`config.mk`:
```
export PLATFORM = sky130hd
export DESIGN_NAME = line_coding_top
export DESIGN_NICKNAME = d
export VERILOG_FILES = /design/src/logic/line_pkg.sv /design/src/logic/lfsr_scrambler.sv /design/src/logic/manchester_rx.sv /design/src/logic/line_coding_top.sv
export SDC_FILE = /design/constraint.sdc
export NUM_CORES = 1
export LEC_CHECK = 0
export BUFFER_PORTS_ARGS = -buffer_cell sky130_fd_sc_hd__buf_2
export CAP_MARGIN = 20
export CORE_AREA = 2 2 108 110
export DETAILED_ROUTE_END_ITERATION = 16
export DIE_AREA = 0 0 110 112
export GPL_TIMING_DRIVEN = 0
export PLACE_DENSITY_LB_ADDON = 0.05
export SYNTH_ARGS = -nofsm -noshare
export SYNTH_HDL_FRONTEND = slang
export SYNTH_SLANG_ARGS = --single-unit
```
`constraint.sdc`:
```
create_clock -name clock -period 3.96 [get_ports clock]
set_input_delay 0.792 -clock clock [delete_from_list [all_inputs] [get_ports clock]]
set_output_delay 0.792 -clock clock [all_outputs]
set_load 0.01 [all_outputs]
```
`src/logic/line_pkg.sv`:
```
// shared constants, types and code tables for the line coding datapath
package line_pkg;
  typedef enum logic [1:0] {SPD_10, SPD_100, SPD_1000} speed_t;
  localparam int CLK_NS = 10;
  localparam int SER_BIT_MHZ = 125;
  localparam int MAN_BIT_NS = 100;
  localparam int MAN_BIT_CYC = MAN_BIT_NS / CLK_NS;
  localparam int MAN_SKIP_CYC = (MAN_BIT_CYC * 3) / 4;
  localparam int MAN_IDLE_CYC = 2 * MAN_BIT_CYC;
  localparam logic [4:0] MAN_SKIP = 5'(MAN_SKIP_CYC);
  localparam logic [4:0] MAN_IDLE = 5'(MAN_IDLE_CYC);
  localparam logic [4:0] MAN_HALF = 5'(MAN_BIT_CYC / 2);
  localparam int LFSR_W = 11;
  localparam int LFSR_TAP_A = 10;
  localparam int LFSR_TAP_B = 8;
  localparam logic [10:0] LFSR_SEED = 11'h7FF;
  localparam logic [3:0] LOCK_BITS = 4'hB;
  localparam logic [2:0] GRP_LAST = 3'h4;
  localparam logic [4:0] CG_IDLE = 5'h1F;
  localparam logic [4:0] CG_J = 5'h18;
  localparam logic [4:0] CG_K = 5'h11;
  localparam logic [4:0] CG_T = 5'h0D;
  localparam logic [4:0] CG_R = 5'h07;
  localparam logic [3:0] NIB_PRE = 4'h5;
  localparam logic [3:0] NIB_SFD_HI = 4'hD;
  localparam logic [7:0] SFD_BYTE = 8'hD5;
  localparam int PREAMBLE_BYTES = 7;
  localparam logic [1:0] MLT_POS = 2'h1;
  localparam logic [1:0] MLT_ZERO = 2'h0;
  localparam logic [1:0] MLT_NEG = 2'h3;

  function automatic logic [4:0] enc_4b5b(input logic [3:0] n);
    logic [4:0] c;
    c = 5'h00;
    unique case (n)
      4'h0: c = 5'h1E; 4'h1: c = 5'h09; 4'h2: c = 5'h14; 4'h3: c = 5'h15;
      4'h4: c = 5'h0A; 4'h5: c = 5'h0B; 4'h6: c = 5'h0E; 4'h7: c = 5'h0F;
      4'h8: c = 5'h12; 4'h9: c = 5'h13; 4'hA: c = 5'h16; 4'hB: c = 5'h17;
      4'hC: c = 5'h1A; 4'hD: c = 5'h1B; 4'hE: c = 5'h1C; 4'hF: c = 5'h1D;
    endcase
    return c;
  endfunction

  // returns {invalid, nibble}
  function automatic logic [4:0] dec_5b4b(input logic [4:0] c);
    logic [4:0] r;
    r = 5'h10;
    case (c)
      5'h1E: r = 5'h00; 5'h09: r = 5'h01; 5'h14: r = 5'h02; 5'h15: r = 5'h03;
      5'h0A: r = 5'h04; 5'h0B: r = 5'h05; 5'h0E: r = 5'h06; 5'h0F: r = 5'h07;
      5'h12: r = 5'h08; 5'h13: r = 5'h09; 5'h16: r = 5'h0A; 5'h17: r = 5'h0B;
      5'h1A: r = 5'h0C; 5'h1B: r = 5'h0D; 5'h1C: r = 5'h0E; 5'h1D: r = 5'h0F;
      default: r = 5'h10;
    endcase
    return r;
  endfunction
endpackage

```
`src/logic/lfsr_scrambler.sv`:
```
// 11-bit additive scrambler / descrambler with key loading
`timescale 1ns/1ps
module lfsr_scrambler (
  input wire logic clock,
  input wire logic rst,
  input wire logic bit_in,
  input wire logic load_en,
  input wire logic load_bit,
  output logic bit_out
);
  import line_pkg::*;
  logic [LFSR_W-1:0] lfsr_q;
  logic key;

  assign key = lfsr_q[LFSR_TAP_A] ^ lfsr_q[LFSR_TAP_B];
  assign bit_out = bit_in ^ key;

  // x^11 + x^9 + 1, 2047-state sequence
  always_ff @(posedge clock or posedge rst) begin
    if (rst) begin
      lfsr_q <= LFSR_SEED;
    end else begin
      lfsr_q <= {lfsr_q[LFSR_W-2:0], load_en ? load_bit : key};
    end
  end
endmodule // lfsr_scrambler

```
`src/logic/manchester_rx.sv`:
```
// manchester decoder with free running receive clock
`timescale 1ns/1ps
module manchester_rx (
  input wire logic clock,
  input wire logic rst,
  input wire logic line_in,
  output logic bit_q,
  output logic bit_valid_q,
  output logic active_q,
  output logic rx_clk_q
);
  import line_pkg::*;
  logic prev_q;
  logic [4:0] since_q;
  logic [4:0] div_q;
  logic edge_seen;

  assign edge_seen = line_in != prev_q;

  // mid-bit edge gives data, boundary edges ignored
  always_ff @(posedge clock or posedge rst) begin
    if (rst) begin
      prev_q <= 1'b0;
      since_q <= MAN_IDLE;
      bit_q <= 1'b0;
      bit_valid_q <= 1'b0;
      active_q <= 1'b0;
    end else begin
      prev_q <= line_in;
      bit_valid_q <= 1'b0;
      if (edge_seen && since_q >= MAN_SKIP) begin
        bit_q <= line_in;
        bit_valid_q <= 1'b1;
        active_q <= 1'b1;
        since_q <= '0;
      end else if (since_q != MAN_IDLE) begin
        since_q <= since_q + 5'h01;
      end else begin
        active_q <= 1'b0;
      end
    end
  end

  // clock toward the mac runs through idle gaps
  always_ff @(posedge clock or posedge rst) begin
    if (rst) begin
      div_q <= '0;
      rx_clk_q <= 1'b0;
    end else if (div_q == MAN_HALF - 5'h01) begin
      div_q <= '0;
      rx_clk_q <= ~rx_clk_q;
    end else begin
      div_q <= div_q + 5'h01;
    end
  end
endmodule // manchester_rx

```
`src/logic/line_coding_top.sv`:
```
// 10/100 line coding datapath and speed dependent controls
`timescale 1ns/1ps
module line_coding_top (
  input wire logic clock,
  input wire logic rst,
  input line_pkg::speed_t speed,
  input wire logic rgmii_mode,
  input wire logic gig_slave,
  input wire logic ldo_disable,
  input wire logic tx_en,
  input wire logic [3:0] txd,
  output logic tx_ready,
  output logic [1:0] tx_mlt3,
  input wire logic [1:0] rx_mlt3,
  input wire logic rx10_line,
  output logic [7:0] rxd,
  output logic rx_dv,
  output logic rx_clk,
  output logic tx_clk_from_rx,
  output logic hybrid_en,
  output logic adc_en,
  output logic ldo_ctrl_en
);
  import line_pkg::*;

  typedef enum {TX_IDLE, TX_K, TX_DATA, TX_R} tx_state_t;
  typedef enum {RX_IDLE, RX_DATA} rx_state_t;
  typedef enum {R10_HUNT, R10_SFD_HI, R10_DATA} r10_state_t;

  logic is100;
  assign is100 = speed == SPD_100;

  // static controls
  always_ff @(posedge clock or posedge rst) begin
    if (rst) begin
      hybrid_en <= 1'b0;
      adc_en <= 1'b0;
      tx_clk_from_rx <= 1'b0;
      ldo_ctrl_en <= 1'b1;
    end else begin
      hybrid_en <= speed == SPD_1000;
      adc_en <= speed == SPD_1000;
      tx_clk_from_rx <= speed == SPD_1000 && gig_slave;
      ldo_ctrl_en <= ~ldo_disable;
    end
  end

  // ---------------- 100M transmit
  tx_state_t tx_state_q;
  logic [2:0] tx_cnt_q;
  logic [4:0] tx_sh_q;
  logic [4:0] tx_grp_d;
  tx_state_t tx_state_d;
  logic tx_load;
  logic scr_bit;
  logic nrzi_q;
  logic nrzi_prev_q;
  logic mlt_down_q;
  logic [1:0] mlt3_q;

  assign tx_load = tx_cnt_q == GRP_LAST;
  assign tx_ready = tx_load && is100;

  always_comb begin
    tx_grp_d = CG_IDLE;
    tx_state_d = tx_state_q;
    unique case (tx_state_q)
      TX_IDLE: begin
        if (tx_en) begin
          tx_grp_d = CG_J;
          tx_state_d = TX_K;
        end
      end
      TX_K: begin
        tx_grp_d = CG_K;
        tx_state_d = TX_DATA;
      end
      TX_DATA: begin
        if (tx_en) begin
          tx_grp_d = enc_4b5b(txd);
        end else begin
          tx_grp_d = CG_T;
          tx_state_d = TX_R;
        end
      end
      TX_R: begin
        tx_grp_d = CG_R;
        tx_state_d = TX_IDLE;
      end
    endcase
  end

  // serialiser, one line bit per clock
  always_ff @(posedge clock or posedge rst) begin
    if (rst) begin
      tx_cnt_q <= '0;
      tx_sh_q <= CG_IDLE;
      tx_state_q <= TX_IDLE;
    end else if (!is100) begin
      tx_cnt_q <= '0;
      tx_sh_q <= CG_IDLE;
      tx_state_q <= TX_IDLE;
    end else if (tx_load) begin
      tx_cnt_q <= '0;
      tx_sh_q <= tx_grp_d;
      tx_state_q <= tx_state_d;
    end else begin
      tx_cnt_q <= tx_cnt_q + 3'h1;
      tx_sh_q <= {tx_sh_q[3:0], 1'b0};
    end
  end

  lfsr_scrambler u_scr (
    .clock(clock),
    .rst(rst),
    .bit_in(tx_sh_q[4]),
    .load_en(1'b0),
    .load_bit(1'b0),
    .bit_out(scr_bit)
  );

  // nrzi then mlt-3
  always_ff @(posedge clock or posedge rst) begin
    if (rst) begin
      nrzi_q <= 1'b0;
      nrzi_prev_q <= 1'b0;
      mlt3_q <= MLT_ZERO;
      mlt_down_q <= 1'b0;
    end else begin
      nrzi_q <= nrzi_q ^ (scr_bit && is100);
      nrzi_prev_q <= nrzi_q;
      if (!is100) begin
        mlt3_q <= MLT_ZERO;
      end else if (nrzi_q != nrzi_prev_q) begin
        unique case (mlt3_q)
          MLT_POS: begin
            mlt3_q <= MLT_ZERO;
            mlt_down_q <= 1'b1;
          end
          MLT_NEG: begin
            mlt3_q <= MLT_ZERO;
            mlt_down_q <= 1'b0;
          end
          default: mlt3_q <= mlt_down_q ? MLT_NEG : MLT_POS;
        endcase
      end
    end
  end
  assign tx_mlt3 = mlt3_q;

  // ---------------- 100M receive
  logic [1:0] rxm_s1_q;
  logic [1:0] rxm_s2_q;
  logic [1:0] rxm_prev_q;
  logic rx_nrzi_q;
  logic rx_nrzi_prev_q;
  logic rx_lock_q;
  logic rx_rec_clk_q;
  logic rx_nrz;
  logic dscr_bit;
  logic [3:0] dlock_cnt_q;
  logic dscr_load;
  rx_state_t rx_state_q;
  logic [9:0] rx_grp_q;
  logic [2:0] rx_cnt_q;
  logic [4:0] rx_cg;
  logic [4:0] rx_dec;
  logic [3:0] rx100_nib_q;
  logic rx100_dv_q;

  always_ff @(posedge clock or posedge rst) begin
    if (rst) begin
      rxm_s1_q <= MLT_ZERO;
      rxm_s2_q <= MLT_ZERO;
    end else begin
      rxm_s1_q <= rx_mlt3;
      rxm_s2_q <= rxm_s1_q;
    end
  end

  // level change means one, receive clock toggles every cycle once a transition sets lock
  always_ff @(posedge clock or posedge rst) begin
    if (rst) begin
      rxm_prev_q <= MLT_ZERO;
      rx_nrzi_q <= 1'b0;
      rx_nrzi_prev_q <= 1'b0;
      rx_lock_q <= 1'b0;
      rx_rec_clk_q <= 1'b0;
    end else begin
      rxm_prev_q <= rxm_s2_q;
      rx_nrzi_q <= rx_nrzi_q ^ (rxm_s2_q != rxm_prev_q);
      rx_nrzi_prev_q <= rx_nrzi_q;
      if (!is100) begin
        rx_lock_q <= 1'b0;
      end else if (rx_nrzi_q != rx_nrzi_prev_q) begin
        rx_lock_q <= 1'b1;
      end
      rx_rec_clk_q <= rx_lock_q & ~rx_rec_clk_q;
    end
  end
  assign rx_nrz = rx_nrzi_q ^ rx_nrzi_prev_q;

  // descrambler keyed from idle, then free running
  assign dscr_load = dlock_cnt_q != LOCK_BITS;
  always_ff @(posedge clock or posedge rst) begin
    if (rst) begin
      dlock_cnt_q <= '0;
    end else if (!rx_lock_q) begin
      dlock_cnt_q <= '0;
    end else if (dscr_load) begin
      dlock_cnt_q <= dlock_cnt_q + 4'h1;
    end
  end

  lfsr_scrambler u_dscr (
    .clock(clock),
    .rst(rst),
    .bit_in(rx_nrz),
    .load_en(dscr_load),
    .load_bit(~rx_nrz),
    .bit_out(dscr_bit)
  );

  assign rx_cg = {rx_grp_q[3:0], dscr_bit};
  assign rx_dec = dec_5b4b(rx_cg);

  // code group alignment and deserialiser
  always_ff @(posedge clock or posedge rst) begin
    if (rst) begin
      rx_grp_q <= '0;
      rx_cnt_q <= '0;
      rx_state_q <= RX_IDLE;
      rx100_nib_q <= '0;
      rx100_dv_q <= 1'b0;
    end else if (dscr_load) begin
      rx_grp_q <= '0;
      rx_state_q <= RX_IDLE;
      rx100_dv_q <= 1'b0;
    end else begin
      rx_grp_q <= {rx_grp_q[8:0], dscr_bit};
      unique case (rx_state_q)
        RX_IDLE: begin
          if ({rx_grp_q[8:0], dscr_bit} == {CG_J, CG_K}) begin
            rx_state_q <= RX_DATA;
            rx_cnt_q <= '0;
            rx100_nib_q <= NIB_PRE;
            rx100_dv_q <= 1'b1;
          end
        end
        RX_DATA: begin
          rx_cnt_q <= (rx_cnt_q == GRP_LAST) ? 3'h0 : rx_cnt_q + 3'h1;
          if (rx_cnt_q == GRP_LAST) begin
            if (rx_cg == CG_T || rx_dec[4]) begin
              rx_state_q <= RX_IDLE;
              rx100_dv_q <= 1'b0;
            end else begin
              rx100_nib_q <= rx_dec[3:0];
            end
          end
        end
      endcase
    end
  end

  // ---------------- 10M receive
  logic r10_s1_q;
  logic r10_s2_q;
  logic man_bit;
  logic man_valid;
  logic man_active;
  logic man_clk;
  logic pol_inv_q;
  logic [7:0] r10_sh_q;
  logic [7:0] r10_sh_d;
  logic [1:0] r10_bits_q;
  logic [3:0] rx10_nib_q;
  logic rx10_dv_q;
  r10_state_t r10_state_q;

  always_ff @(posedge clock or posedge rst) begin
    if (rst) begin
      r10_s1_q <= 1'b0;
      r10_s2_q <= 1'b0;
    end else begin
      r10_s1_q <= rx10_line;
      r10_s2_q <= r10_s1_q;
    end
  end

  manchester_rx u_man (
    .clock(clock),
    .rst(rst),
    .line_in(r10_s2_q),
    .bit_q(man_bit),
    .bit_valid_q(man_valid),
    .active_q(man_active),
    .rx_clk_q(man_clk)
  );

  assign r10_sh_d = {man_bit, r10_sh_q[7:1]};

  // preamble strip, sfd alignment, polarity
  always_ff @(posedge clock or posedge rst) begin
    if (rst) begin
      r10_sh_q <= '0;
      r10_bits_q <= '0;
      pol_inv_q <= 1'b0;
      rx10_nib_q <= '0;
      rx10_dv_q <= 1'b0;
      r10_state_q <= R10_HUNT;
    end else if (!man_active) begin
      r10_sh_q <= '0;
      rx10_dv_q <= 1'b0;
      r10_state_q <= R10_HUNT;
    end else begin
      if (man_valid) begin
        r10_sh_q <= r10_sh_d;
      end
      unique case (r10_state_q)
        R10_HUNT: begin
          if (man_valid && (r10_sh_d == SFD_BYTE || r10_sh_d == ~SFD_BYTE)) begin
            pol_inv_q <= r10_sh_d != SFD_BYTE;
            rx10_nib_q <= NIB_PRE;
            rx10_dv_q <= 1'b1;
            r10_state_q <= R10_SFD_HI;
          end
        end
        R10_SFD_HI: begin
          rx10_nib_q <= NIB_SFD_HI;
          r10_bits_q <= '0;
          r10_state_q <= R10_DATA;
        end
        R10_DATA: begin
          if (man_valid) begin
            r10_bits_q <= r10_bits_q + 2'h1;
            if (r10_bits_q == 2'h3) begin
              rx10_nib_q <= r10_sh_d[7:4] ^ {4{pol_inv_q}};
            end
          end
        end
      endcase
    end
  end

  // ---------------- mac side format
  logic [3:0] nib_sel;
  assign nib_sel = is100 ? rx100_nib_q : rx10_nib_q;

  always_ff @(posedge clock or posedge rst) begin
    if (rst) begin
      rxd <= '0;
      rx_dv <= 1'b0;
      rx_clk <= 1'b0;
    end else begin
      rxd <= rgmii_mode ? {nib_sel, nib_sel} : {4'h0, nib_sel};
      rx_dv <= is100 ? rx100_dv_q : (speed == SPD_10 && rx10_dv_q);
      rx_clk <= is100 ? rx_rec_clk_q : man_clk;
    end
  end
endmodule // line_coding_top

```
==> results of run 1 <==
==> cells by family (layout without fill, tap and decap cells) <==
kind of cell,after synthesis,after routing,share of synthesized area
and+or+nand+nor,133,133,0.141
DFF,115,115,0.596
AOI/OAI and AO/OA,70,70,0.0974
buffers and inverters,37,101,0.0294
xor gates and xnor gates,24,24,0.0460
adders and majority gates,20,20,0.0511
muxes,19,19,0.0399
==> final timing paths <==
check,cells after the start,start,end
hold / removal,0,rxm_s1_q[1]$_DFF_PP0_,rxm_s2_q[1]$_DFF_PP0_
hold reg to reg,0,rxm_s1_q[1]$_DFF_PP0_,rxm_s2_q[1]$_DFF_PP0_
setup reg to reg,6,u_dscr.lfsr_q[8]$_DFF_PP1_,rx100_nib_q[3]$_DFFE_PP0P_
setup / recovery,5,speed[1],tx_ready
max in group asynchronous,3,rst,u_dscr.lfsr_q[6]$_DFF_PP1_
min in group asynchronous,2,rst,u_man.since_q[0]$_DFFE_PP0P_
==> per-stage QoR <==
stage                util  worst slack, ns  power, mW  hold WS, ns
finish              0.528             1.30       3.76        0.344
global route        0.528             1.17       3.96        0.356
CTS                 0.528             1.29       3.81        0.347
detailed placement  0.471             1.29       2.16        0.336
global placement    0.468            -1.16       2.13        0.332
floorplan               -            0.174       2.00        0.331
==> critical path, cell delays in order <==
cell	delay, ns
buf_2	0.10
nand2b_1	0.24
clkbuf_1	0.47
nor2_1	0.10
buf_2	0.16
==> registers in the layout, summed over array words and instances (netlist names), 2 cells and up <==
register,flops
u_dscr.lfsr_q,11
u_scr.lfsr_q,11
rx_grp_q,9
rxd,8
r10_sh_q,7
tx_sh_q,5
u_man.div_q,5
u_man.since_q,5
dlock_cnt_q,4
rx100_nib_q,4
rx10_nib_q,4
rx_cnt_q,3
tx_cnt_q,3
r10_bits_q,2
r10_state_q,2
rxm_prev_q,2
rxm_s1_q,2
rxm_s2_q,2
tx_mlt3,2
tx_state_q,2
==> metal layers <==
metal,track usage,wire length (um),up-vias
li1,-,-,1526
met1,0.208,4160,1471
met2,0.217,3690,46
met3,0.0562,342,11
met4,0.0633,116,0
met5,0,0,-
==> power by group through the flow <==
stage / registers, mW / logic (mW) / clock network [mW]
after floorplan: 1.55 / 0.454 / 0
after global placement: 1.58 / 0.557 / 0
after detailed placement: 1.58 / 0.575 / 0
after CTS: 1.57 / 0.580 / 1.66
after global routing: 1.60 / 0.641 / 1.72
final: 1.57 / 0.566 / 1.63
==> cell type report <==
type	count	area, sq um	share of cell area
plain buffers	10	42.5	0.00721
clock buffers	23	488	0.0827
clock inverters	9	151	0.0257
inverters	27	104	0.0176
multi-input cells	266	1840	0.311
flip-flops and latches	115	2920	0.494
well taps	143	179	0.0303
repair buffers	32	183	0.0310
==> cell usage after synthesis (all sizes together) (13+ instances only) <==
cell | count | share of area
a21oi | 22 | 0.022
and2 | 15 | 0.019
dfrtp | 85 | 0.43
dfstp | 30 | 0.16
ha | 20 | 0.051
inv | 27 | 0.021
mux2i | 15 | 0.031
nand2 | 32 | 0.025
nor2 | 32 | 0.025
nor2b | 15 | 0.019
o21ai | 16 | 0.016
xor2 | 13 | 0.026
==> impl_metrics.csv, run 1 <==
group,metric,value,unit
critical_path,crit_type,"primary input to output pin",
floorplan,die_h,112,um
run,max-cap-violations,0,
pwr,p_sw_frac,0.259,
cells_and_area,instances_no_fill,625,
grt,antenna_found_initial,0,
critical_path,startpoint_type,"primary input",
drt,dr_total_vias,3054,
logic_synthesis,postSynthCellCount,418,
floorplan,die-area,12300,sq um
pwr,p_seq_frac,0.416,
sta,tightest_slew,0.585,ns
cells_and_area,n_fill_cell,977,
sta,finalCriticalPeriod,2.66,ns
sta,hold_violations,0,
logic_synthesis,ys_types,54,
floorplan,num_rows,39,
placed_design,gp_congestion,0.799,
critical_path,arrival,1.86,ns
sta,skew,0.00879,ns
cells_and_area,mostFrequentLayoutCell,"dfrtp_1",
clock_network,clk_pin_slew,0.05,ns
placed_design,placed_cell_area,5260,sq um
logic_synthesis,avgSynthCellArea,11.7,sq um
logic_synthesis,async_flop_share,1.00,
clock_network,worstSkewPairLatency,0.41,ns
clock_network,postCtsSetupBuffers,0,
clock_network,cts_max_path_buffers,2,
pwr,leakagePower,2.69,nW
grt,grt_max_degree,76,
sta,rsz0062_at_grt,"no",
cells_and_area,area_growth,20.5,%
sta,maxSlewHeadroom,0.610,
drt,detail_route.vias_per_cell,4.89,
sta,setup_viol,0,
drt,route.detailed.drc,0,
pwr,combPwrFrac,0.150,
floorplan,core_area,11200,sq um
clock_network,hold_buffers,0,
floorplan,start_util,0.438,
grt,grt_pass1_wl,14400,um
clock_network,cts_resized,0,
drt,drt_iter0_markers,120,
placed_design,dp_hpwl,5470,um
floorplan,die_width,110,um
logic_synthesis,ys.warnings.count,0,
drt,antenna_left,0,
critical_path,ff2ff_setup_slack,1.90,ns
logic_synthesis,ys_seq_area_frac,0.596,
drt,firstDrtPassIters,4,
clock_network,cts_buffers,17,
critical_path,worst-path-max-fanout,10,
pwr,pwr-share-clk,0.433,
critical_path,required,3.17,ns
clock_network,root_buffer,"clkbuf_16",
floorplan,num_io_pins,32,
cells_and_area,nets,504,
clock_network,cts_tree,"done",
cells_and_area,drive_above_1_share,0.222,
clock_network,cts.htree.levels,4,
drt,avgRoutedWirePerCell,13.3,um
logic_synthesis,syn-num-nets,453,
critical_path,critPathCaptureType,"output pin",
cells_and_area,most-common-layout-cells,"85 x dfrtp_1, 32 x nand2_1, 32 x nor2_1, 32 x buf_2, 30 x dfstp_2",
cells_and_area,n_antenna_cell,0,
pwr,p_switching,0.973,mW
grt,grt_overflow_total,0,
logic_synthesis,synth_flop_cell,"dfrtp_1",
placed_design,io_buffer_count,31,
worst_hold_path,hold_class,"flop to flop",
clock_network,cts_num_sinks,115,
drt,routed_wl,8300,um
pwr,ir_worst_vdd,0.231,mV
pwr,intPower,2.79,mW
sta,period_share,0.671,
sta,fin_setup_tns,0,ns
pwr,power.density,638,nW/um^2
placed_design,dp_cells,593,
run_status,outcome,"finished, final reports clean",
logic_synthesis,synth_seq_cells,115,
cells_and_area,final_area,5900,sq um
sta,fmax,377,MHz
logic_synthesis,synth_area,4890,sq um
sta,drv_slew,0,
logic_synthesis,synth_edf_count,0,
grt,grt_pass1_vias,3079,
grt,grtUsageTotal,0.152,
No activity file was read; power rests on OpenSTA's default activity.
==> run 2, diff against run 1 <==
ABC_AREA = 1   (was default)
CORE_AREA = 2 2 109 111   (was 2 2 108 110)
DIE_AREA = 0 0 111 113   (was 0 0 110 112)
clock period = 2.2 ns   (was 3.96 ns; I/O delays follow)
==> run 2 against run 1 <==
Compared with the run above:
- wire length increased by 3.0%
- cell count is 13% higher
- clock power grew 39%
- sequential share of layout area grew 0.53 points
- combinational power rose by 60%
- sequential power is 75% higher
- count of clock-buffer cells in the layout rose by 1
- critical path type unchanged
- worst hold slack got worse by 0.20 ns
==> impl_metrics.csv, run 2 <==
group,metric,value,unit
floorplan,die_h,113,um
placed_design,io_buffer_count,31,
grt,grt_pass1_wl,15500,um
sta,fmax,533,MHz
pwr,p_switching,1.65,mW
critical_path,r2r_end,"dlock_cnt_q[1]$_DFFE_PP0P_",
drt,top_layer_used,"met4",
critical_path,crit_type,"primary input to output pin",
placed_design,dp_hpwl,6080,um
pwr,combPwrFrac,0.153,
logic_synthesis,postSynthCellCount,502,
logic_synthesis,netlist_top_cells_count,"85 x dfrtp_1, 74 x inv_1, 72 x nand2_1, 47 x nor2_1, 30 x dfstp_2",
cells_and_area,final_area,5840,sq um
cells_and_area,most-common-layout-cells,"85 x dfrtp_1, 73 x inv_1, 72 x nand2_1",
logic_synthesis,synth_edf_count,0,
run_status,outcome,"finished, final reports clean",
clock_network,worstSkewPairLatency,0.40,ns
cells_and_area,mostFrequentLayoutCell,"dfrtp_1",
sta,tightest_slew,0.861,ns
run,max-cap-violations,0,
grt,grt_overflow_total,0,
logic_synthesis,async_flop_share,1.00,
critical_path,worstPathCellList,"buf_2, inv_1, nand2_1, clkbuf_1, nor2_1, buf_2",
grt,grt_pass1_vias,3428,
clock_network,cts_max_path_buffers,2,
drt,wl_met2,3790,um
placed_design,placed_cell_area,5350,sq um
critical_path,r2r_start,"dlock_cnt_q[0]$_DFFE_PP0P_",
sta,fin_ws,0.322,ns
floorplan,die_width,111,um
logic_synthesis,synthTopCellsByArea,"dfrtp_1 43%, dfstp_2 16%, inv_1 5.6%",
clock_network,clk_pin_slew,0.05,ns
clock_network,cts_buffers,17,
cells_and_area,nets,589,
cells_and_area,reg.largest.list,"u_dscr.lfsr_q x11, u_scr.lfsr_q x11, rx_grp_q x9",
floorplan,die-area,12500,sq um
logic_synthesis,syn-num-nets,537,
sta,rsz0062_at_grt,"no",
logic_synthesis,ys_seq_area_frac,0.587,
clock_network,postCtsSetupBuffers,0,
logic_synthesis,avgSynthCellArea,9.90,sq um
drt,route.detailed.drc,0,
sta,period_share,0.854,
pwr,p_sw_frac,0.279,
critical_path,crit_path_frequent_cell,"buf_2",
critical_path,ff2ff_setup_slack,0.58,ns
clock_network,cts_resized,0,
logic_synthesis,ys_types,40,
logic_synthesis,synth_seq_cells,115,
clock_network,cts_tree,"done",
pwr,pwr-share-clk,0.383,
drt,wl_met3,358,um
grt,grtUsageTotal,0.156,
critical_path,max_stage_delay,0.43,ns
cells_and_area,instances_no_fill,709,
cells_and_area,n_fill_cell,1022,
sta,setup_viol,0,
logic_synthesis,synth_top_cell_area_share,0.428,
critical_path,cp_num_buf_inv,4,
floorplan,num_io_pins,32,
drt,avgRoutedWirePerCell,12.1,um
cells_and_area,seqCellArea,2920,sq um
critical_path,worst-path-max-fanout,10,
logic_synthesis,synth_flop_cell,"dfrtp_1",
sta,drv_slew,0,
sta,hold_violations,0,
drt,detail_route.vias_per_cell,4.74,
cells_and_area,multi_input_area,1700,sq um
critical_path,crit_cells,6,
drt,routed_wl,8550,um
floorplan,start_util,0.441,
cells_and_area,fin_util,0.518,
clock_network,hold_buffers,0,
drt,antenna_left,0,
placed_design,dp_cells,678,
critical_path,reg2reg_depth,7,
pwr,intPower,4.26,mW
pwr,ir_worst_vdd,0.626,mV
pwr,p_seq_frac,0.464,
critical_path,crit_family,"buffers and inverters",
pwr,power.density,1010,nW/um^2
drt,drt_iter0_markers,140,
critical_path,critical_path.slowest_cell,"clkbuf_1",
drt,dr_total_vias,3359,
grt,antenna_found_initial,0,
critical_path,critPathCaptureType,"output pin",
sta,finalCriticalPeriod,1.88,ns
critical_path,startpoint_type,"primary input",
critical_path,required,1.76,ns
placed_design,dp_slack,0.309,ns
sta,maxSlewHeadroom,0.425,
worst_hold_path,hold_path_end,"rxm_s1_q[1]$_DFF_PP0_",
placed_design,gp_congestion,0.856,
logic_synthesis,yosysMostFrequentCell,"dfrtp_1",
cells_and_area,area_growth,17.5,%
sta,fin_setup_tns,0,ns
sta,skew,0.00516,ns
floorplan,core_area,11300,sq um
floorplan,num_rows,39,
clock_network,cts.htree.levels,4,
drt,m1WireLength,4290,um
cells_and_area,drive_above_1_share,0.214,
critical_path,arrival,1.44,ns
pwr,leakagePower,2.84,nW
worst_hold_path,hp-start,"rx_mlt3[1]",
clock_network,root_buffer,"clkbuf_16",
grt,grt_max_degree,43,
logic_synthesis,synth_top_area_cell,"dfrtp_1",
worst_hold_path,holdPathStages,1,
clock_network,cts_num_sinks,115,
drt,firstDrtPassIters,4,
logic_synthesis,ys.warnings.count,0,
worst_hold_path,hold_class,"primary input to flop",
cells_and_area,n_antenna_cell,0,
logic_synthesis,synth_area,4970,sq um
==> run 2: cell types whose count changed after synthesis, sizes merged, moves of 5 or more <==
cell and delta:
and2 -15, xnor2 -5, inv +54, nand3 +19, o22ai +8, mux2i -14, nand2 +51, or2 +8
a21oi -5, o21ai +19, nand4 +5, nor2b -15, nor2 +20
==> run 2: final cells by class <==
type,count,area share
buffer,5,0.00515
multi-input combinational,299,0.291
clock inverter,7,0.00643
inverter,83,0.0564
timing repair buffer,33,0.0334
clock buffer,24,0.0774
tap,143,0.0307
sequential,115,0.500
==> run 2: how the worst max path moves through the flow <==
stage | start | to | slack, ns
after floorplan | rst | adc_en$_DFF_PP0_ | 0.39
after global placement | rst | tx_state_q[1]$_DFFE_PP0P_ | -0.38
after detailed placement | speed[1] | tx_ready | 0.31
after CTS | speed[1] | tx_ready | 0.31
after global routing | speed[1] | tx_ready | 0.18
final | speed[1] | tx_ready | 0.32
==> run 2: cell families after synthesis <==
group	share of synthesized area
xor gates and xnor gates	0.0264
AOI/OAI and AO/OA	0.0773
muxes	0.00201
buffers and inverters	0.0715
adders and majority gates	0.0504
and+or+nand+nor	0.186
DFF	0.587
==> run 2: routing by layer <==
metal,track usage,up-vias
met2,0.241,53
met4,0.0583,0
met5,0,-
met3,0.0573,11
met1,0.202,1588
li1,-,1707
==> run 2: per-stage QoR <==
stage          hold slack, ns  total power, mW
6_report                0.144             5.91
5_1_grt                 0.122             6.30
4_1_cts                 0.122             6.00
3_5_place_dp            0.335             3.68
3_3_place_gp            0.332             3.64
2_1_floorplan           0.331             3.42
==> run 2: power by group through the flow <==
stage | registers [mW] | logic [mW] | clock network [mW]
5_1_grt | 2.79 | 1.04 | 2.47
3_3_place_gp | 2.76 | 0.881 | 0
4_1_cts | 2.74 | 0.915 | 2.34
2_1_floorplan | 2.73 | 0.683 | 0
6_report | 2.74 | 0.904 | 2.27
3_5_place_dp | 2.77 | 0.912 | 0
